--- src/verilog/vpc_cfg.svh ---
`ifndef VPC_CFG_SVH
`define VPC_CFG_SVH
// ==========================================
// Configuration word field positions
`define VPC_VP_ON_BIT        0
`define VPC_CUR_XSTYLE_BIT   1
`define VPC_STEREO_BIT       2
`define VPC_INTERLACE_BIT    3
`define VPC_HALF_BIT         4
`define VPC_KEY_EN_BIT       5
`define VPC_KEY_INV_BIT      6
`define VPC_DESK_EN_BIT      7
`define VPC_OVL_EN_BIT       8
`define VPC_VIN_OVL_BIT      9
`define VPC_DESK_BYP_BIT     10
`define VPC_OVL_BYP_BIT      11
`define VPC_DESK_SEL_BIT     12
`define VPC_OVL_SEL_BIT      13
`define VPC_HSCALE_BIT       14
`define VPC_VSCALE_BIT       15
`define VPC_FILT_LSB         16
`define VPC_FILT_MSB         17
`define VPC_DFMT_LSB         18
`define VPC_DFMT_MSB         20
`define VPC_OFMT_LSB         21
`define VPC_OFMT_MSB         23
`define VPC_DESK_TILE_BIT    24
`define VPC_OVL_TILE_BIT     25
`define VPC_DOUBLE_BIT       26
`define VPC_CURSOR_BIT       27
`define VPC_DESK_NOOPT_BIT   28
`define VPC_OVL_NOOPT_BIT    29
`define VPC_BOB_BIT          31
// ==========================================
// Reset values and constants
`define VPC_CFG_RESET        32'h00000000
`define VPC_RSVD_MASK        32'h40000008
`define VPC_HALF_STEP        20'h00800
`endif

--- src/verilog/vpc_pkg.sv ---
package vpc_pkg;
  typedef enum logic [1:0] {
    VPC_FILT_POINT = 2'b00,
    VPC_FILT_BOX   = 2'b01,
    VPC_FILT_TAP   = 2'b10,
    VPC_FILT_BILIN = 2'b11
  } vpc_filt_type;
  typedef enum logic [2:0] {
    VPC_DFMT_PAL8  = 3'b000,
    VPC_DFMT_565   = 3'b001,
    VPC_DFMT_RGB24 = 3'b010,
    VPC_DFMT_RGB32 = 3'b011
  } vpc_dfmt_type;
  typedef enum logic [2:0] {
    VPC_OFMT_565U  = 3'b001,
    VPC_OFMT_Y411  = 3'b100,
    VPC_OFMT_YUYV  = 3'b101,
    VPC_OFMT_UYVY  = 3'b110,
    VPC_OFMT_565D  = 3'b111
  } vpc_ofmt_type;
  typedef enum logic [0:0] {
    VPC_EYE_LEFT  = 1'b0,
    VPC_EYE_RIGHT = 1'b1
  } vpc_eye_type;
endpackage

--- src/verilog/vpc_swap_queue.sv ---
`timescale 1ns/1ps
`include "vpc_cfg.svh"
// Two-entry queue of left/right overlay address pairs
module vpc_swap_queue
  import vpc_pkg::*;
(
  input  wire logic        sys_clk,
  input  wire logic        rst,
  input  wire logic        clk_en,
  input  wire logic        push,
  input  wire logic [23:0] left_in,
  input  wire logic [23:0] right_in,
  input  wire logic        pop,
  output logic             full,
  output logic             avail,
  output logic      [23:0] left_out,
  output logic      [23:0] right_out
);
  logic [47:0] mem_q [0:1];
  logic [47:0] mem_d [0:1];
  logic        wp_q, wp_d, rp_q, rp_d;
  logic [1:0]  cnt_q, cnt_d;
  logic        do_push, do_pop;

  always_comb begin
    do_pop   = pop && (cnt_q != 2'd0);
    do_push  = push && ((cnt_q != 2'd2) || do_pop);
    mem_d[0] = mem_q[0];
    mem_d[1] = mem_q[1];
    wp_d     = wp_q;
    rp_d     = rp_q;
    cnt_d    = cnt_q;
    if (do_push) begin
      mem_d[wp_q] = {right_in, left_in};
      wp_d        = ~wp_q;
    end
    if (do_pop) begin
      rp_d = ~rp_q;
    end
    cnt_d = cnt_q + {1'b0, do_push} - {1'b0, do_pop};
  end

  always_ff @(posedge sys_clk) begin
    if (rst) begin
      mem_q[0] <= 48'h000000000000;
      mem_q[1] <= 48'h000000000000;
      wp_q     <= 1'b0;
      rp_q     <= 1'b0;
      cnt_q    <= 2'd0;
    end else if (clk_en) begin
      mem_q[0] <= mem_d[0];
      mem_q[1] <= mem_d[1];
      wp_q     <= wp_d;
      rp_q     <= rp_d;
      cnt_q    <= cnt_d;
    end
  end

  assign full      = (cnt_q == 2'd2);
  assign avail     = (cnt_q != 2'd0);
  assign left_out  = mem_q[rp_q][23:0];
  assign right_out = mem_q[rp_q][47:24];
endmodule

--- src/verilog/vpc_top.sv ---
// ==========================================
// Overview of operation
// - Bit 0 selects video processor or VGA
// - Bit 1 picks cursor colour convention
// - Stereo alternates left/right, drives eye output
// - Half mode steps stride every second line
// - Colour key enable and inverted sense
// - Surface fetch only when enabled
// - Video-in address becomes overlay start
// - Lookup bypass and table half select
// - Scaling uses step only when enabled
// - Filter field selects four filter modes
// - Desktop pixel format decode
// - Overlay pixel format decode
// - Linear or tiled addressing per surface
// - Double-pixel mode gives two pixels/clock
// - Cursor shown only when enabled
// - Memory optimization disable bits
// - Bob adds half to even-field offset
// - Stereo off uses left, eye low
`timescale 1ns/1ps
`include "vpc_cfg.svh"
module vpc_top
  import vpc_pkg::*;
(
  input  wire logic        sys_clk,
  input  wire logic        rst,
  input  wire logic        clk_en,
  input  wire logic        cfg_wr,
  input  wire logic [31:0] cfg_wdata,
  output logic      [31:0] video_config_word,
  input  wire logic        swap_push,
  input  wire logic [23:0] left_overlay_addr,
  input  wire logic [23:0] right_overlay_addr,
  output logic             swap_ready,
  input  wire logic        frame_start,
  input  wire logic        line_start,
  input  wire logic        even_field,
  input  wire logic [23:0] video_in_addr,
  input  wire logic [23:0] desktop_start_addr,
  input  wire logic [13:0] desktop_stride,
  input  wire logic [19:0] overlay_hscale_step,
  input  wire logic [19:0] overlay_vscale_step,
  input  wire logic [19:0] overlay_voffset_init,
  input  wire logic [23:0] desk_pixel,
  input  wire logic [23:0] key_min,
  input  wire logic [23:0] key_max,
  output logic             vp_active,
  output logic             vga_active,
  output logic             cursor_xstyle,
  output logic             cursor_show,
  output logic             stereo_eye,
  output logic      [23:0] overlay_start,
  output logic      [23:0] desk_fetch_addr,
  output logic             desk_fetch_en,
  output logic             ovl_fetch_en,
  output logic             desk_transparent,
  output logic             desk_lut_bypass,
  output logic             ovl_lut_bypass,
  output logic             desk_lut_upper,
  output logic             ovl_lut_upper,
  output logic      [19:0] hscale_step,
  output logic      [19:0] vscale_step,
  output logic      [19:0] voffset_init,
  output logic      [1:0]  filter_mode,
  output logic      [3:0]  desk_bpp_sel,
  output logic      [4:0]  ovl_fmt_sel,
  output logic             desk_tiled,
  output logic             ovl_tiled,
  output logic             pixels_per_clk2,
  output logic             desk_opt_en,
  output logic             ovl_opt_en
);
  // ==========================================
  // Configuration word
  logic [31:0] cfg_q, cfg_d;

  always_comb begin
    cfg_d = cfg_q;
    if (cfg_wr) begin
      cfg_d = cfg_wdata & ~`VPC_RSVD_MASK;
    end
  end

  always_ff @(posedge sys_clk) begin
    if (rst) begin
      cfg_q <= `VPC_CFG_RESET;
    end else if (clk_en) begin
      cfg_q <= cfg_d;
    end
  end

  // ==========================================
  // Decode helpers
  function automatic logic in_range(input logic [7:0] v, input logic [7:0] lo,
                                    input logic [7:0] hi);
    in_range = (v >= lo) && (v <= hi);
  endfunction

  function automatic logic [3:0] dfmt_dec(input logic [2:0] f);
    dfmt_dec = 4'h0;
    case (f)
      VPC_DFMT_PAL8:  dfmt_dec = 4'h1;
      VPC_DFMT_565:   dfmt_dec = 4'h2;
      VPC_DFMT_RGB24: dfmt_dec = 4'h4;
      VPC_DFMT_RGB32: dfmt_dec = 4'h8;
      default:        dfmt_dec = 4'h0;
    endcase
  endfunction

  function automatic logic [4:0] ofmt_dec(input logic [2:0] f);
    ofmt_dec = 5'h00;
    case (f)
      VPC_OFMT_565U: ofmt_dec = 5'h01;
      VPC_OFMT_Y411: ofmt_dec = 5'h02;
      VPC_OFMT_YUYV: ofmt_dec = 5'h04;
      VPC_OFMT_UYVY: ofmt_dec = 5'h08;
      VPC_OFMT_565D: ofmt_dec = 5'h10;
      default:       ofmt_dec = 5'h00;
    endcase
  endfunction

  // ==========================================
  // Swap address queue
  logic        q_full, q_avail;
  logic [23:0] q_left, q_right;
  logic        q_pop;

  vpc_swap_queue u_queue (
    .sys_clk   (sys_clk),
    .rst       (rst),
    .clk_en    (clk_en),
    .push      (swap_push),
    .left_in   (left_overlay_addr),
    .right_in  (right_overlay_addr),
    .pop       (q_pop),
    .full      (q_full),
    .avail     (q_avail),
    .left_out  (q_left),
    .right_out (q_right)
  );

  // ==========================================
  // Refresh state: eye, current pair, line parity
  logic        eye_q, eye_d;
  logic [23:0] cur_left_q, cur_left_d, cur_right_q, cur_right_d;
  logic        line_odd_q, line_odd_d;
  logic [23:0] line_addr_q, line_addr_d;
  logic        stereo_on;

  always_comb begin
    stereo_on   = cfg_q[`VPC_STEREO_BIT];
    eye_d       = eye_q;
    cur_left_d  = cur_left_q;
    cur_right_d = cur_right_q;
    line_odd_d  = line_odd_q;
    line_addr_d = line_addr_q;
    q_pop       = 1'b0;
    if (frame_start) begin
      eye_d = stereo_on ? ~eye_q : VPC_EYE_LEFT;
      // new pair taken only at frame start
      if (q_avail && (!stereo_on || eye_q == VPC_EYE_RIGHT)) begin
        q_pop       = 1'b1;
        cur_left_d  = q_left;
        cur_right_d = q_right;
      end
      line_odd_d  = 1'b0;
      line_addr_d = desktop_start_addr;
    end else if (line_start) begin
      line_odd_d = ~line_odd_q;
      // half mode skips every other advance
      if (!cfg_q[`VPC_HALF_BIT] || line_odd_q) begin
        line_addr_d = line_addr_q + {10'h000, desktop_stride};
      end
    end
  end

  always_ff @(posedge sys_clk) begin
    if (rst) begin
      eye_q       <= 1'b0;
      cur_left_q  <= 24'h000000;
      cur_right_q <= 24'h000000;
      line_odd_q  <= 1'b0;
      line_addr_q <= 24'h000000;
    end else if (clk_en) begin
      eye_q       <= eye_d;
      cur_left_q  <= cur_left_d;
      cur_right_q <= cur_right_d;
      line_odd_q  <= line_odd_d;
      line_addr_q <= line_addr_d;
    end
  end

  // ==========================================
  // Registered outputs
  logic [23:0] ovl_d;
  logic        key_hit, transp_d;
  logic [19:0] voff_d;

  always_comb begin
    // video-in address when bit 9 set, else left address when stereo off
    if (cfg_q[`VPC_VIN_OVL_BIT]) begin
      ovl_d = video_in_addr;
    end else if (stereo_on && eye_q == VPC_EYE_RIGHT) begin
      ovl_d = cur_right_q;
    end else begin
      ovl_d = cur_left_q;
    end
    key_hit = in_range(desk_pixel[7:0], key_min[7:0], key_max[7:0]) &&
              in_range(desk_pixel[15:8], key_min[15:8], key_max[15:8]) &&
              in_range(desk_pixel[23:16], key_min[23:16], key_max[23:16]);
    transp_d = cfg_q[`VPC_KEY_EN_BIT] && (key_hit ^ cfg_q[`VPC_KEY_INV_BIT]);
    // bob adds half on even field
    voff_d = overlay_voffset_init;
    if (cfg_q[`VPC_BOB_BIT] && even_field) begin
      voff_d = overlay_voffset_init + `VPC_HALF_STEP;
    end
  end

  always_ff @(posedge sys_clk) begin
    if (rst) begin
      video_config_word <= 32'h00000000;
      swap_ready        <= 1'b0;
      vp_active         <= 1'b0;
      vga_active        <= 1'b1;
      cursor_xstyle     <= 1'b0;
      cursor_show       <= 1'b0;
      stereo_eye        <= 1'b0;
      overlay_start     <= 24'h000000;
      desk_fetch_addr   <= 24'h000000;
      desk_fetch_en     <= 1'b0;
      ovl_fetch_en      <= 1'b0;
      desk_transparent  <= 1'b0;
      desk_lut_bypass   <= 1'b0;
      ovl_lut_bypass    <= 1'b0;
      desk_lut_upper    <= 1'b0;
      ovl_lut_upper     <= 1'b0;
      hscale_step       <= 20'h00000;
      vscale_step       <= 20'h00000;
      voffset_init      <= 20'h00000;
      filter_mode       <= 2'b00;
      desk_bpp_sel      <= 4'h0;
      ovl_fmt_sel       <= 5'h00;
      desk_tiled        <= 1'b0;
      ovl_tiled         <= 1'b0;
      pixels_per_clk2   <= 1'b0;
      desk_opt_en       <= 1'b1;
      ovl_opt_en        <= 1'b1;
    end else if (clk_en) begin
      video_config_word <= cfg_q;
      swap_ready        <= !q_full;
      vp_active         <= cfg_q[`VPC_VP_ON_BIT];
      vga_active        <= !cfg_q[`VPC_VP_ON_BIT];
      cursor_xstyle     <= cfg_q[`VPC_CUR_XSTYLE_BIT];
      cursor_show       <= cfg_q[`VPC_CURSOR_BIT] && cfg_q[`VPC_VP_ON_BIT];
      stereo_eye        <= stereo_on && eye_q;
      overlay_start     <= ovl_d;
      desk_fetch_addr   <= line_addr_q;
      desk_fetch_en     <= cfg_q[`VPC_DESK_EN_BIT] && cfg_q[`VPC_VP_ON_BIT];
      ovl_fetch_en      <= cfg_q[`VPC_OVL_EN_BIT] && cfg_q[`VPC_VP_ON_BIT];
      desk_transparent  <= transp_d;
      desk_lut_bypass   <= cfg_q[`VPC_DESK_BYP_BIT];
      ovl_lut_bypass    <= cfg_q[`VPC_OVL_BYP_BIT];
      desk_lut_upper    <= cfg_q[`VPC_DESK_SEL_BIT];
      ovl_lut_upper     <= cfg_q[`VPC_OVL_SEL_BIT];
      hscale_step       <= cfg_q[`VPC_HSCALE_BIT] ? overlay_hscale_step : 20'h00000;
      vscale_step       <= cfg_q[`VPC_VSCALE_BIT] ? overlay_vscale_step : 20'h00000;
      voffset_init      <= voff_d;
      filter_mode       <= cfg_q[`VPC_FILT_MSB:`VPC_FILT_LSB];
      desk_bpp_sel      <= dfmt_dec(cfg_q[`VPC_DFMT_MSB:`VPC_DFMT_LSB]);
      ovl_fmt_sel       <= ofmt_dec(cfg_q[`VPC_OFMT_MSB:`VPC_OFMT_LSB]);
      desk_tiled        <= cfg_q[`VPC_DESK_TILE_BIT];
      ovl_tiled         <= cfg_q[`VPC_OVL_TILE_BIT];
      pixels_per_clk2   <= cfg_q[`VPC_DOUBLE_BIT];
      desk_opt_en       <= !cfg_q[`VPC_DESK_NOOPT_BIT];
      ovl_opt_en        <= !cfg_q[`VPC_OVL_NOOPT_BIT];
    end
  end
endmodule
--- config.mk ---
export PLATFORM = sky130hd
export DESIGN_NAME = vpc_top
export DESIGN_NICKNAME = d
export VERILOG_FILES = /design/src/verilog/vpc_pkg.sv /design/src/verilog/vpc_swap_queue.sv /design/src/verilog/vpc_top.sv
export VERILOG_INCLUDE_DIRS = /design/src /design/src/verilog
export SDC_FILE = /design/constraint.sdc
export NUM_CORES = 1
export LEC_CHECK = 0
export ABC_AREA = 1
export BUFFER_PORTS_ARGS = -buffer_cell sky130_fd_sc_hd__buf_2
export CORE_ASPECT_RATIO = 0.6
export CORE_UTILIZATION = 39
export DETAILED_ROUTE_END_ITERATION = 8
export SLEW_MARGIN = 20
export SYNTH_ARGS = -nofsm -noshare
export SYNTH_HDL_FRONTEND = slang
export SYNTH_SLANG_ARGS = --single-unit
--- constraint.sdc ---
create_clock -name sys_clk -period 4.9 [get_ports sys_clk]
set_input_delay 0.49 -clock sys_clk [delete_from_list [all_inputs] [get_ports sys_clk]]
set_output_delay 0.49 -clock sys_clk [all_outputs]
set_load 0.05 [all_outputs]
* Word-level counts from Yosys, hierarchy flattened
Memories as Yosys holds them, arrays and structs flattened. A register that Yosys moved wholly into a read port is not among the register bits.
Cells that the tools add are included.
** Storage, ports and cells
- Bits in registers :: 227
- Bits in writable memories :: 96
- Output and inout port bits :: 169
- Memories kept :: 1
** Memories
- u_queue.mem_q :: words 2, bits a word 48, read ports 3, clocked after Yosys merged registers in 1, write ports 2, line vpc_swap_queue.sv:19 : logic [47:0] mem_q [0:1];
** Operators by class
- $add $sub $neg :: 4
- $lt $le $gt $ge :: 8
- Equal/unequal tests :: 10
- Multiplexer cells :: 26
- Bitwise gates (word level) :: 8
- Reduce and logical (&&, ||, !) cells :: 35
** Operator list (number)
- 2-to-1 mux 48 bit :: 3
- 2-to-1 mux 24 bit :: 5
- bitwise mux 96 bit :: 1
- 2-to-1 mux 96 bit :: 1
- 2-to-1 mux 20 bit :: 3
- demux 48 bit (select 1 bit) :: 1
- one-hot mux 5 bit (5 select lines) :: 1
- adder 24 x 14 -> 24 bit :: 1
- greater-or-equal comparator 8 bit :: 3
- less-or-equal comparator 8 bit :: 3
- adder 20 x 12 -> 20 bit (second input constant) :: 1
- one-hot mux 4 bit (4 select lines) :: 1
- logical AND 1 bit :: 15
- == test 3 bit (second input constant) :: 4
- 2-to-1 mux 1 bit :: 10
- AND reduction 2 bit :: 5
- == test 3 x 1 -> 1 bit (second input constant) :: 2
- == test 3 x 2 -> 1 bit (second input constant) :: 2
- logical NOT 1 bit :: 6
- AND reduction 3 bit :: 2
- nonzero test 2 bit :: 3
- inverter 1 bit :: 4
- logical NOT 3 bit :: 1
- logical OR 1 bit :: 3
- 9 further kinds :: 10

* Depth between registers and ports, before layout
Gate-level depths: netlist (run 1).
- Word-level depth :: 10
- Depth in mapped cells :: 16

* By module
A second synthesis (run 1) with hierarchy kept.
** Second synthesis, totals
- Cells, all modules :: 2239
- Area, all modules :: 17685.7 sq um
** By module, submodules not included
- vpc_top :: instances 1, cells each 1676, area each 12294.3 sq um, sequential area each 5205.0 sq um
- vpc_swap_queue :: instances 1, cells each 563, area each 5391.4 sq um, sequential area each 2982.9 sq um

* Worst setup path before layout (run 1)
OpenSTA, ideal clock, no wires.
- Path kind :: input to register
- From :: in frame_start
- To :: mem u_queue.mem_q[0][0], enable pin
- Library setup time :: 0.458 ns
- Data arrival time :: 3.232 ns
- Data required time :: 4.442 ns
- Setup slack :: 1.210 ns
- Stages on the path :: 7
- Path buffers :: 1
- Cell sequence :: buf_4 -> inv_4 -> a21oi_2 -> inv_2 -> a21boi_0 -> nand2_1 -> nand2_1
** RTL lines
- start: declaration :: line vpc_top.sv:36 : input wire logic frame_start,
- end: declaration :: line vpc_swap_queue.sv:19

==> results by group, run 1 <==
Run status
  • Status: finished clean

Placed design
  • Placed Instances: 3143
  • DP HPWL: 37510 um
  • GPL Wtd Cong: 0.9200
  • # port buffers: 446

Critical path
  • Worst path top cell family by delay: buffers and inverters
  • R2R cell count: 7
  • CP max-delay cell: nand2_4
  • Crit Path Class: primary input to register
  • Largest fanout on the critical path: 64
  • Slowest cell delay on critical path: 720 ps
  • Worst r2r src: eye_q$_SDFFE_PP0P_
  • Crit path cell chain: buf_2 > inv_4 > a21oi_2 > inv_2 > a21boi_0 > nand2_1 > nand2_4 > buf_4
  • CP Buf/Inv Count: 4
  • CP Data Arrival Time: 2980 ps
  • WP depth: 8
  • Critical Path End Type: register
  • Setup crit start: frame_start
  • Worst EP required: 5120 ps
  • Crit path launch type: primary input

Power and ir drop
  • P per Cell Area: 357.0 nW/um^2
  • Leakage power: 9.582 nW
  • VDD IR max: 0.0002237 V

Timing
  • RSZ-0062 raised after global routing: false
  • Slew @ Worst Pin: 1024 ps
  • Max-slew violation count: 0
  • Period utilization: 0.5638
  • TNS Setup: 0 ps
  • Final count of negative-setup-slack endpoints: 0
  • Layout Skew: 34.59 ps
  • Worst rel slew slack: 0.3172
  • Count of final hold-check violations: 0
  • Period minus WS final: 2763 ps
  • Fmax: 362.0 MHz

Global routing
  • Initial antenna violation count: 5
  • GRT Total Usage: 0.2315
  • Largest net degree at the start of global routing: 97
  • Vias in the first global route: 15120
  • First-pass GRT wire length: 82660 um
  • GRT overflow: 0

Die
  • Die X-Extent: 272.9 um
  • Top-Level Pins: 451
  • Initial cell density of the core: 0.3956
  • Die area: 44900 sq um
  • Core Box Area: 43410 sq um
  • Num rows: 59
  • Die Y: 164.5 um

Yosys
  • Post-synth top flop: dfxtp_1
  • Post-synthesis cell area: 17170 sq um
  • Async SR Flop Fraction: 0
  • Seq cells post-synth: 360
  • Syn. warnings: 0
  • EDFF count, synth: 96
  • Syn Inst Count: 2252
  • Post-synthesis sequential area ratio: 0.4757
  • Synth unique cells: 41
  • Syn avg cell area: 7.625 sq um

Detailed routing
  • Final wirelength: 54640 um
  • Pre-Repair DR Iteration Count: 5
  • Vias per cell: 5.126
  • Total number of vias: 16460
  • Wirelength per Cell: 17.02 um
  • Post-route ant nets: 0
  • 1st-iter DRT viols: 1203
  • Detailed-route DRC error count: 0

Final layout
  • Synth-to-layout area growth: 21.22%
  • Final net count: 2950
  • Layout cells sized above 1: 0.2078
  • Layout Cells excl Fill: 3211
  • Fillers: 4321

Clock network
  • Number of buffers created by CTS: 36
  • Post_cts resized: 0
  • Worst-Skew Late Latency: 530 ps
  • Post-CTS Setup Bufs: 0
  • Hold-fix buffers, CTS: 0
  • Deepest clock path buffer count: 3
  • Clock Sinks: 360
  • Depth of the CTS H-tree: 2
  • CTS tree: yes
  • Clock-pin slew on the worst setup and hold paths: 70 ps
  • Root buf cell: clkbuf_16

Hold path
  • HP Class: primary input to register
  • WHS Path Cells: 3
  • Min-delay src: overlay_voffset_init[3]

Flow run
  • Max_cap viols: 0
-- flip-flops by register name (all words and copies together) (netlist names), 2 cells and up --
register / cells
desk_bpp_sel: 4
overlay_start: 24
voffset_init: 20
u_queue.cnt_q: 2
cfg_q: 30
cur_left_q: 24
cur_right_q: 24
hscale_step: 20
vscale_step: 20
ovl_fmt_sel: 5
u_queue.mem_q: 96
line_addr_q: 24
video_config_word: 29
desk_fetch_addr: 24
-- cell usage in the layout (no fill, tap or decap), types with 65 or more instances in the layout --
cell type / n
a21oi_1: 291
buf_2: 444
dfxtp_1: 262
edfxtp_1: 96
ha_1: 65
inv_1: 165
nand2_1: 548
nand3_1: 129
nor2_1: 217
o21ai_0: 177
-- per-layer routing --
| metal | track usage | vias to the layer above | part of all wire |
|---|---|---|---|
| met5 | 0 | - | 0 |
| met4 | 0.05005 | 0 | 0.017 |
| met3 | 0.04405 | 65 | 0.062 |
| met2 | 0.3706 | 464 | 0.45 |
| met1 | 0.3236 | 7784 | 0.47 |
| li1 | - | 8147 | - |
-- cell families after synthesis --
| logic type | count (synthesis) | synth area share |
|---|---|---|
| compound gates | 560 | 0.1752 |
| xor+xnor | 18 | 0.009181 |
| other cells | 1 | 0.0002184 |
| fa+ha+maj | 66 | 0.04853 |
| buf+inv | 329 | 0.07789 |
| flops | 360 | 0.4757 |
| simple gates | 918 | 0.2133 |
-- area by class of cell --
cell class | instances | area [sq um] | area share
Inverter | 172 | 651.9 | 0.03132
Tap cell | 579 | 724.4 | 0.03480
Clock buffer | 51 | 1007 | 0.04839
Timing Repair Buffer | 468 | 2406 | 0.1156
Multi-Input combinational cell | 1564 | 7690 | 0.3694
Sequential cell | 360 | 8170 | 0.3925
Clock inverter | 13 | 155.1 | 0.007454
Antenna cell | 4 | 10.01 | 0.0004809
-- path summary, 6_finish.rpt --
kind | end | slack [ps]
hold / removal | voffset_init[3]$_SDFFE_PP0P_ | 190
setup / recovery | u_queue.mem_q[1][36]$_SDFFCE_PN0P_ | 2140
setup reg to reg | u_queue.mem_q[1][36]$_SDFFCE_PN0P_ | 2320
hold reg to reg | cur_right_q[16]$_SDFFE_PP0P_ | 460
-- power by group --
group | switching (mW) | total [mW] | internal [mW]
Combinational | 0.883 | 1.26 | 0.373
Clock | 1.22 | 2.82 | 1.60
Sequential | 0.105 | 3.35 | 3.25
Total | 2.21 | 7.43 | 5.22
-- synth_stat cells (13+ instances only) --
| cell | count | area share |
|---|---|---|
| clkbuf_1 | 101 | 0.022 |
| dfxtp_1 | 264 | 0.31 |
| buf_4 | 14 | 0.0061 |
| xor2_1 | 14 | 0.0071 |
| a31oi_1 | 25 | 0.0091 |
| edfxtp_1 | 96 | 0.17 |
| buf_1 | 14 | 0.0031 |
| o21ai_1 | 13 | 0.0038 |
| inv_1 | 167 | 0.037 |
| nand2_1 | 550 | 0.12 |
| a21oi_1 | 291 | 0.085 |
| o21ai_0 | 177 | 0.052 |
| buf_2 | 26 | 0.0076 |
| ha_1 | 65 | 0.047 |
| nand3_1 | 129 | 0.038 |
| nor2_1 | 219 | 0.048 |
| o211ai_1 | 25 | 0.011 |
-- worst reg2reg max path: stages (launching register included) --
cell      delay [ps]
dfxtp_1          370
inv_1             80
a21oi_2          150
inv_2             70
a21boi_0         260
nand2_1          170
nand2_4          720
buf_4            460
-- per-stage QoR --
step	utilization	area [sq um]	power, mW	setup WS, ps	hold slack (ps)
3_3_place_gp	0.4524	19640	4.635	1621	435.6
3_5_place_dp	0.4524	19640	4.663	1551	444.9
4_1_cts	0.4792	20800	7.470	2124	166.7
6_report	0.4795	20820	7.431	2137	189.3
2_1_floorplan	-	17180	4.252	1210	422.3
5_1_grt	0.4794	20810	7.745	1917	186.7
Note: power is estimated with default switching activity, not from simulation.
==> run 2, diff against run 1 <==
clock period = 2.44 ns   (was 4.9 ns; I/O delays follow)
==> results by group, run 2 (synthesis gave the netlist of run 1 again) <==
Clock network
  • Clock-pin slew on the worst setup and hold paths: 60 ps (was 70 ps)
  • Number of buffers created by CTS: 36 (unchanged)
  • CTS tree: yes (unchanged)
  • Root buf cell: clkbuf_16 (unchanged)
  • Worst-Skew Late Latency: 530 ps (about the same)
  • Deepest clock path buffer count: 3 (unchanged)
  • Clock Sinks: 360 (unchanged)
  • Post-CTS Setup Bufs: 0 (unchanged)
  • Depth of the CTS H-tree: 2 (unchanged)

Placed design
  • Area after DPL: 19830 sq um (was 19640 sq um)
  • GPL Wtd Cong: 0.9182 (was 0.9200)
  • Placed Instances: 3151 (was 3143)
  • # port buffers: 446 (unchanged)
  • DP HPWL: 37530 um (was 37510 um)

Final layout
  • Commonest non-fill, non-tap cell in the layout: nand2_1 (unchanged)
  • Final net count: 3062 (was 2950)
  • Layout cells sized above 1: 0.2016 (was 0.2078)
  • Synth-to-layout area growth: 28.27% (was 21.22%)
  • Fillers: 4232 (was 4321)
  • Commonest non-fill, non-tap cells in the layout: nand2_1, buf_2, a21oi_1 (unchanged)
  • Layout Cells excl Fill: 3319 (was 3211)
  • Post-layout util: 0.5074 (was 0.4795)
  • Reg with most FFs: u_queue.mem_q (unchanged)
  • Fin area: 22030 sq um (was 20820 sq um)
  • Number of flip-flops under the largest register name: 96 (unchanged)
  • Largest regs: u_queue.mem_q (96), cfg_q (30), video_config_word (29) (unchanged)

Die
  • Initial cell density of the core: 0.3956 (unchanged)
  • Die X-Extent: 272.9 um (unchanged)
  • Die area: 44900 sq um (unchanged)
  • Num rows: 59 (unchanged)
  • Die Y: 164.5 um (unchanged)
  • Core Box Area: 43410 sq um (unchanged)
  • Top-Level Pins: 451 (unchanged)

Detailed routing
  • Vias per cell: 5.064 (was 5.126)
  • Wirelength per Cell: 16.71 um (was 17.02 um)
  • Final wirelength: 55450 um (was 54640 um)
  • Post-route ant nets: 0 (unchanged)
  • Detailed-route DRC error count: 0 (unchanged)
  • Total number of vias: 16810 (was 16460)
  • 1st-iter DRT viols: 1265 (was 1203)
  • Pre-Repair DR Iteration Count: 6 (was 5)

Timing
  • Period minus WS final: 2171 ps
  • Count of final hold-check violations: 0 (unchanged)
  • Fmax: 460.6 MHz
  • Layout Skew: 16.10 ps (was 34.59 ps)
  • TNS Setup: 0 ps (unchanged)
  • Period utilization: 0.8898
  • RSZ-0062 raised after global routing: false (unchanged)
  • Worst rel slew slack: 0.2996 (was 0.3172)
  • Slew @ Worst Pin: 1051 ps (was 1024 ps)
  • Final count of negative-setup-slack endpoints: 0 (unchanged)
  • Max-slew violation count: 0 (unchanged)

Critical path
  • Most used cell, CP: nand2_1
  • Crit Path Class: register to register (was primary input to register)
  • CP Data Arrival Time: 2560 ps (was 2980 ps)
  • Crit path cell chain: ha_1 > inv_1 > fa_1 > o21ai_2 > nand2_1 > nand2_1 > nand2_1 > nand3_1 > nand2_1 > nand2_1 > nand3_1 > nand2_1 > a21oi_1 (was buf_2 > inv_4 > a21oi_2 > inv_2 > a21boi_0 > nand2_1 > nand2_4 > buf_4)
  • CP max-delay cell: fa_1 (was nand2_4)
  • Worst EP required: 2830 ps (was 5120 ps)
  • Slowest cell delay on critical path: 430 ps (was 720 ps)
  • Worst path top cell family by delay: simple AND/OR/NAND/NOR gates (was buffers and inverters)
  • Crit path launch type: register (was primary input)
  • R2R cell count: 13 (was 7)
  • CP Buf/Inv Count: 1 (was 4)
  • Largest fanout on the critical path: 4 (was 64)
  • WP depth: 13 (was 8)
  • Critical Path End Type: register (unchanged)

Global routing
  • First-pass GRT wire length: 84260 um (was 82660 um)
  • GRT Total Usage: 0.2359 (was 0.2315)
  • GRT overflow: 0 (unchanged)
  • Vias in the first global route: 15520 (was 15120)
  • Largest net degree at the start of global routing: 132 (was 97)
  • Initial antenna violation count: 3 (was 5)

Power and ir drop
  • P per Cell Area: 681.1 nW/um^2 (was 357.0 nW/um^2)
  • Leakage power: 10.08 nW (was 9.582 nW)
  • Final Power: 15.00 mW (was 7.431 mW)
  • VDD IR max: 0.0004359 V (was 0.0002237 V)

Run status
  • Status: finished clean (unchanged)

Hold path
  • HP Class: primary input to register (unchanged)
  • WHS Path Cells: 3 (unchanged)

Flow run
  • Max_cap viols: 0 (unchanged)
-- run 2: per-stage QoR --
stage	hold slack (ps)	setup slack, ps
after floorplan	378.9	395.4
after global placement	435.5	256.8
after detailed placement	443.3	220.3
after CTS	0.1478	218.6
after global routing	18.84	85.06
final	21.73	268.8
-- run 2: metal layers --
layer / vias up / global-route usage / share of wire
li1: 8377 / - / -
met1: 7851 / 0.3253 / 0.46
met2: 507 / 0.3800 / 0.46
met3: 72 / 0.04449 / 0.063
met4: 0 / 0.05924 / 0.020
met5: - / 0 / 0
-- run 2: report_power, final --
| group | switching, mW | total (mW) | internal, mW |
|---|---|---|---|
| clock network | 2.39 | 5.58 | 3.19 |
| logic | 1.80 | 2.69 | 0.892 |
| registers | 0.211 | 6.73 | 6.52 |
-- run 2: final timing paths --
kind                                from                            end  slack, ps
min reg2reg     desk_opt_en$_SDFFE_PP1P_       desk_opt_en$_SDFFE_PP1P_        450
max reg2reg  line_addr_q[0]$_SDFFE_PP0P_   line_addr_q[18]$_SDFFE_PP0P_        270
min                     video_in_addr[0]  overlay_start[0]$_SDFFE_PP0P_         20
max          line_addr_q[0]$_SDFFE_PP0P_   line_addr_q[18]$_SDFFE_PP0P_        270
-- run 2: repair_timing --
item                                   in CTS  in global routing
hold buffers                              104                  0
resized for setup                           0                  1
setup endpoints to repair                   0                  1
endpoints found under the hold margin     104                  0
-- run 2: worst min-delay path: cells and delay by family --
family,cells,cell delay [ps]
buffers and inverters,1,100
AOI/OAI and AO/OA,1,80
and+or+nand+nor,1,70
-- run 2: final cells by class --
type / count / area [sq um] / share of cell area
timing repair buffer: 580 / 3632 / 0.1649
tap: 579 / 724.4 / 0.03289
sequential: 360 / 8170 / 0.3709
multi-input combinational: 1564 / 7689 / 0.3491
antenna: 2 / 5.005 / 0.0002272
inverter: 172 / 654.4 / 0.02971
clock buffer: 48 / 996.0 / 0.04522
clock inverter: 14 / 155.1 / 0.007044
==> run 3, diff against run 2 <==
clock period = 2.54 ns   (was 2.44 ns; I/O delays follow)
==> results by group, run 3 (synthesis gave the netlist of run 1 again) <==
Detailed routing
  • Final wirelength: 56660 um (was 55450 um)
  • Pre-Repair DR Iteration Count: 5 (was 6)
  • 1st-iter DRT viols: 1241 (was 1265)
  • Wirelength per Cell: 16.99 um (was 16.71 um)
  • Vias per cell: 5.083 (was 5.064)
  • Post-route ant nets: 0 (unchanged)
  • Detailed-route DRC error count: 0 (unchanged)
  • Total number of vias: 16950 (was 16810)

Global routing
  • Initial antenna violation count: 0 (was 3)
  • Most used routing layer in global routing: met2 (unchanged)
  • Vias in the first global route: 16080 (was 15520)
  • GRT Total Usage: 0.2421 (was 0.2359)
  • Met2 Use GR: 0.3918 (was 0.3800)
  • Grt met3 use: 0.04260 (was 0.04449)
  • Met1 Use GR: 0.3292 (was 0.3253)
  • Largest net degree at the start of global routing: 137 (was 132)
  • First-pass GRT wire length: 86160 um (was 84260 um)
  • GRT overflow: 0 (unchanged)

Placed design
  • # port buffers: 446 (unchanged)
  • GPL Wtd Cong: 0.8917 (was 0.9182)
  • DP HPWL: 38500 um (was 37530 um)

Timing
  • Period minus WS final: 2282 ps (was 2171 ps)
  • Worst rel slew slack: 0.3063 (was 0.2996)
  • Layout Skew: 27.95 ps (was 16.10 ps)
  • Fmax: 438.3 MHz (was 460.6 MHz)
  • Worst hold slack: 22.61 ps (was 21.73 ps)
  • Max-slew violation count: 0 (unchanged)
  • Period utilization: 0.8983 (was 0.8898)
  • RSZ-0062 raised after global routing: false (unchanged)
  • Count of final hold-check violations: 0 (unchanged)
  • TNS Setup: 0 ps (unchanged)
  • Slew @ Worst Pin: 1041 ps (was 1051 ps)
  • Final count of negative-setup-slack endpoints: 0 (unchanged)

Critical path
  • CP Buf/Inv Count: 1 (unchanged)
  • Crit path launch type: register (unchanged)
  • CP max-delay cell: fa_1 (unchanged)
  • Critical Path End Type: register (unchanged)
  • Crit path cell chain: ha_1 > inv_1 > fa_1 > o21ai_1 > nand2_1 > nand3_1 > nand2_1 > nand2_1 > nand2_1 > nand2_1 > nand3_1 > nand2_1 > a21oi_1 (was ha_1 > inv_1 > fa_1 > o21ai_2 > nand2_1 > nand2_1 > nand2_1 > nand3_1 > nand2_1 > nand2_1 > nand3_1 > nand2_1 > a21oi_1)
  • Worst EP required: 2930 ps (was 2830 ps)
  • Crit Path Class: register to register (unchanged)
  • Worst path top cell family by delay: simple AND/OR/NAND/NOR gates (unchanged)
  • CP Data Arrival Time: 2670 ps (was 2560 ps)
  • Slowest cell delay on critical path: 410 ps (was 430 ps)
  • Most used cell, CP: nand2_1 (unchanged)
  • Largest fanout on the critical path: 3 (was 4)

Clock network
  • Depth of the CTS H-tree: 2 (unchanged)
  • Deepest clock path buffer count: 3 (unchanged)
  • CTS tree: yes (unchanged)
  • Worst-Skew Late Latency: 550 ps (was 530 ps)
  • Post_cts resized: 0 (unchanged)
  • Clock Sinks: 360 (unchanged)
  • Number of buffers created by CTS: 37 (was 36)
  • Clock-pin slew on the worst setup and hold paths: 70 ps (was 60 ps)
  • Root buf cell: clkbuf_16 (unchanged)

Final layout
  • Antenna diode count: 0 (was 2)
  • Number of flip-flops under the largest register name: 96 (unchanged)
  • Reg with most FFs: u_queue.mem_q (unchanged)
  • Largest regs: u_queue.mem_q (96), cfg_q (30), video_config_word (29) (unchanged)
  • Synth-to-layout area growth: 29.26% (was 28.27%)
  • Layout cells sized above 1: 0.2047 (was 0.2016)
  • Final net count: 3075 (was 3062)
  • Fillers: 4163 (was 4232)
  • Commonest non-fill, non-tap cell in the layout: nand2_1 (unchanged)
  • Commonest non-fill, non-tap cells in the layout: nand2_1, buf_2, a21oi_1 (unchanged)

Die
  • Initial cell density of the core: 0.3956 (unchanged)
  • Core Box Area: 43410 sq um (unchanged)
  • Die area: 44900 sq um (unchanged)
  • Die X-Extent: 272.9 um (unchanged)
  • Num rows: 59 (unchanged)
  • Die Y: 164.5 um (unchanged)
  • Top-Level Pins: 451 (unchanged)

Flow run
  • Max_cap viols: 0 (unchanged)

Power and ir drop
  • P per Cell Area: 664.6 nW/um^2 (was 681.1 nW/um^2)
  • Leakage power: 10.18 nW (was 10.08 nW)
  • VDD IR max: 0.0004187 V (was 0.0004359 V)

Run status
  • Status: finished clean (unchanged)

Hold path
  • HP Class: primary input to register (unchanged)
[run 3: changes by cell type in the layout (fill, tap and decap cells not counted), moves of 2 or more]
cell           change
clkbuf_16          +2
dlygate4sd3_1      +6
clkinv_1           -3
buf_12             -2
clkbuf_8           +2
diode_2            -2
clkinv_2           +3
buf_4              +8
[run 3: power breakdown]
group	switching [mW]	total, mW	internal, mW
clock network	2.40	5.68	3.28
registers	0.205	6.47	6.26
logic	1.74	2.60	0.863
[run 3: cell type report]
type                       instances  area (sq um)  area share
clock buffer                      52          1074     0.04837
tap                              579         724.4     0.03264
clock inverter                    15         178.9    0.008061
timing repair buffer             592          3712      0.1673
inverter                         172         651.9     0.02937
sequential                       360          8169      0.3681
multi-input combinational       1564          7685      0.3462
[run 3: metrics by stage]
stage	setup WS, ps	total power [mW]	instance area (sq um)	cells	util
3_3_place_gp	321.1	8.982	19840	3157	0.4571
5_1_grt	70.23	15.41	22200	3334	0.5113
2_1_floorplan	2.154	8.199	17180	2253	-
4_1_cts	277.1	14.87	22200	3334	0.5113
3_5_place_dp	306.5	9.040	19840	3157	0.4571
6_report	258.3	14.75	22200	3334	0.5113
[run 3: tightest hold or removal path: cells and delay by family]
kind | cells | cell delay (ps)
buffers and inverters | 1 | 70
AO/OA/AOI/OAI | 2 | 190
[run 3: path summary, 6_finish.rpt]
kind	start	depth (start not counted)	to	slack (ps)
worst max register to register	line_addr_q[0]$_SDFFE_PP0P_	13	line_addr_q[20]$_SDFFE_PP0P_	260
worst min register to register	ovl_opt_en$_SDFFE_PP1P_	1	ovl_opt_en$_SDFFE_PP1P_	450
worst max-delay path	line_addr_q[0]$_SDFFE_PP0P_	13	line_addr_q[20]$_SDFFE_PP0P_	260
worst min-delay path	cfg_wdata[20]	3	cfg_q[20]$_SDFFE_PP0P_	20
[run 3: per-layer routing]
| metal | share of wire | vias up |
|---|---|---|
| met2 | 0.45 | 538 |
| met3 | 0.062 | 100 |
| met5 | 0 | - |
| met1 | 0.45 | 7914 |
| met4 | 0.029 | 0 |
| li1 | - | 8395 |
[run 3: timing repair]
item | CTS | global route
hold buffers | 110 | 0
setup buffers | 0 | 0
endpoints found under the hold margin | 110 | 0
setup endpoints to repair | 0 | 0
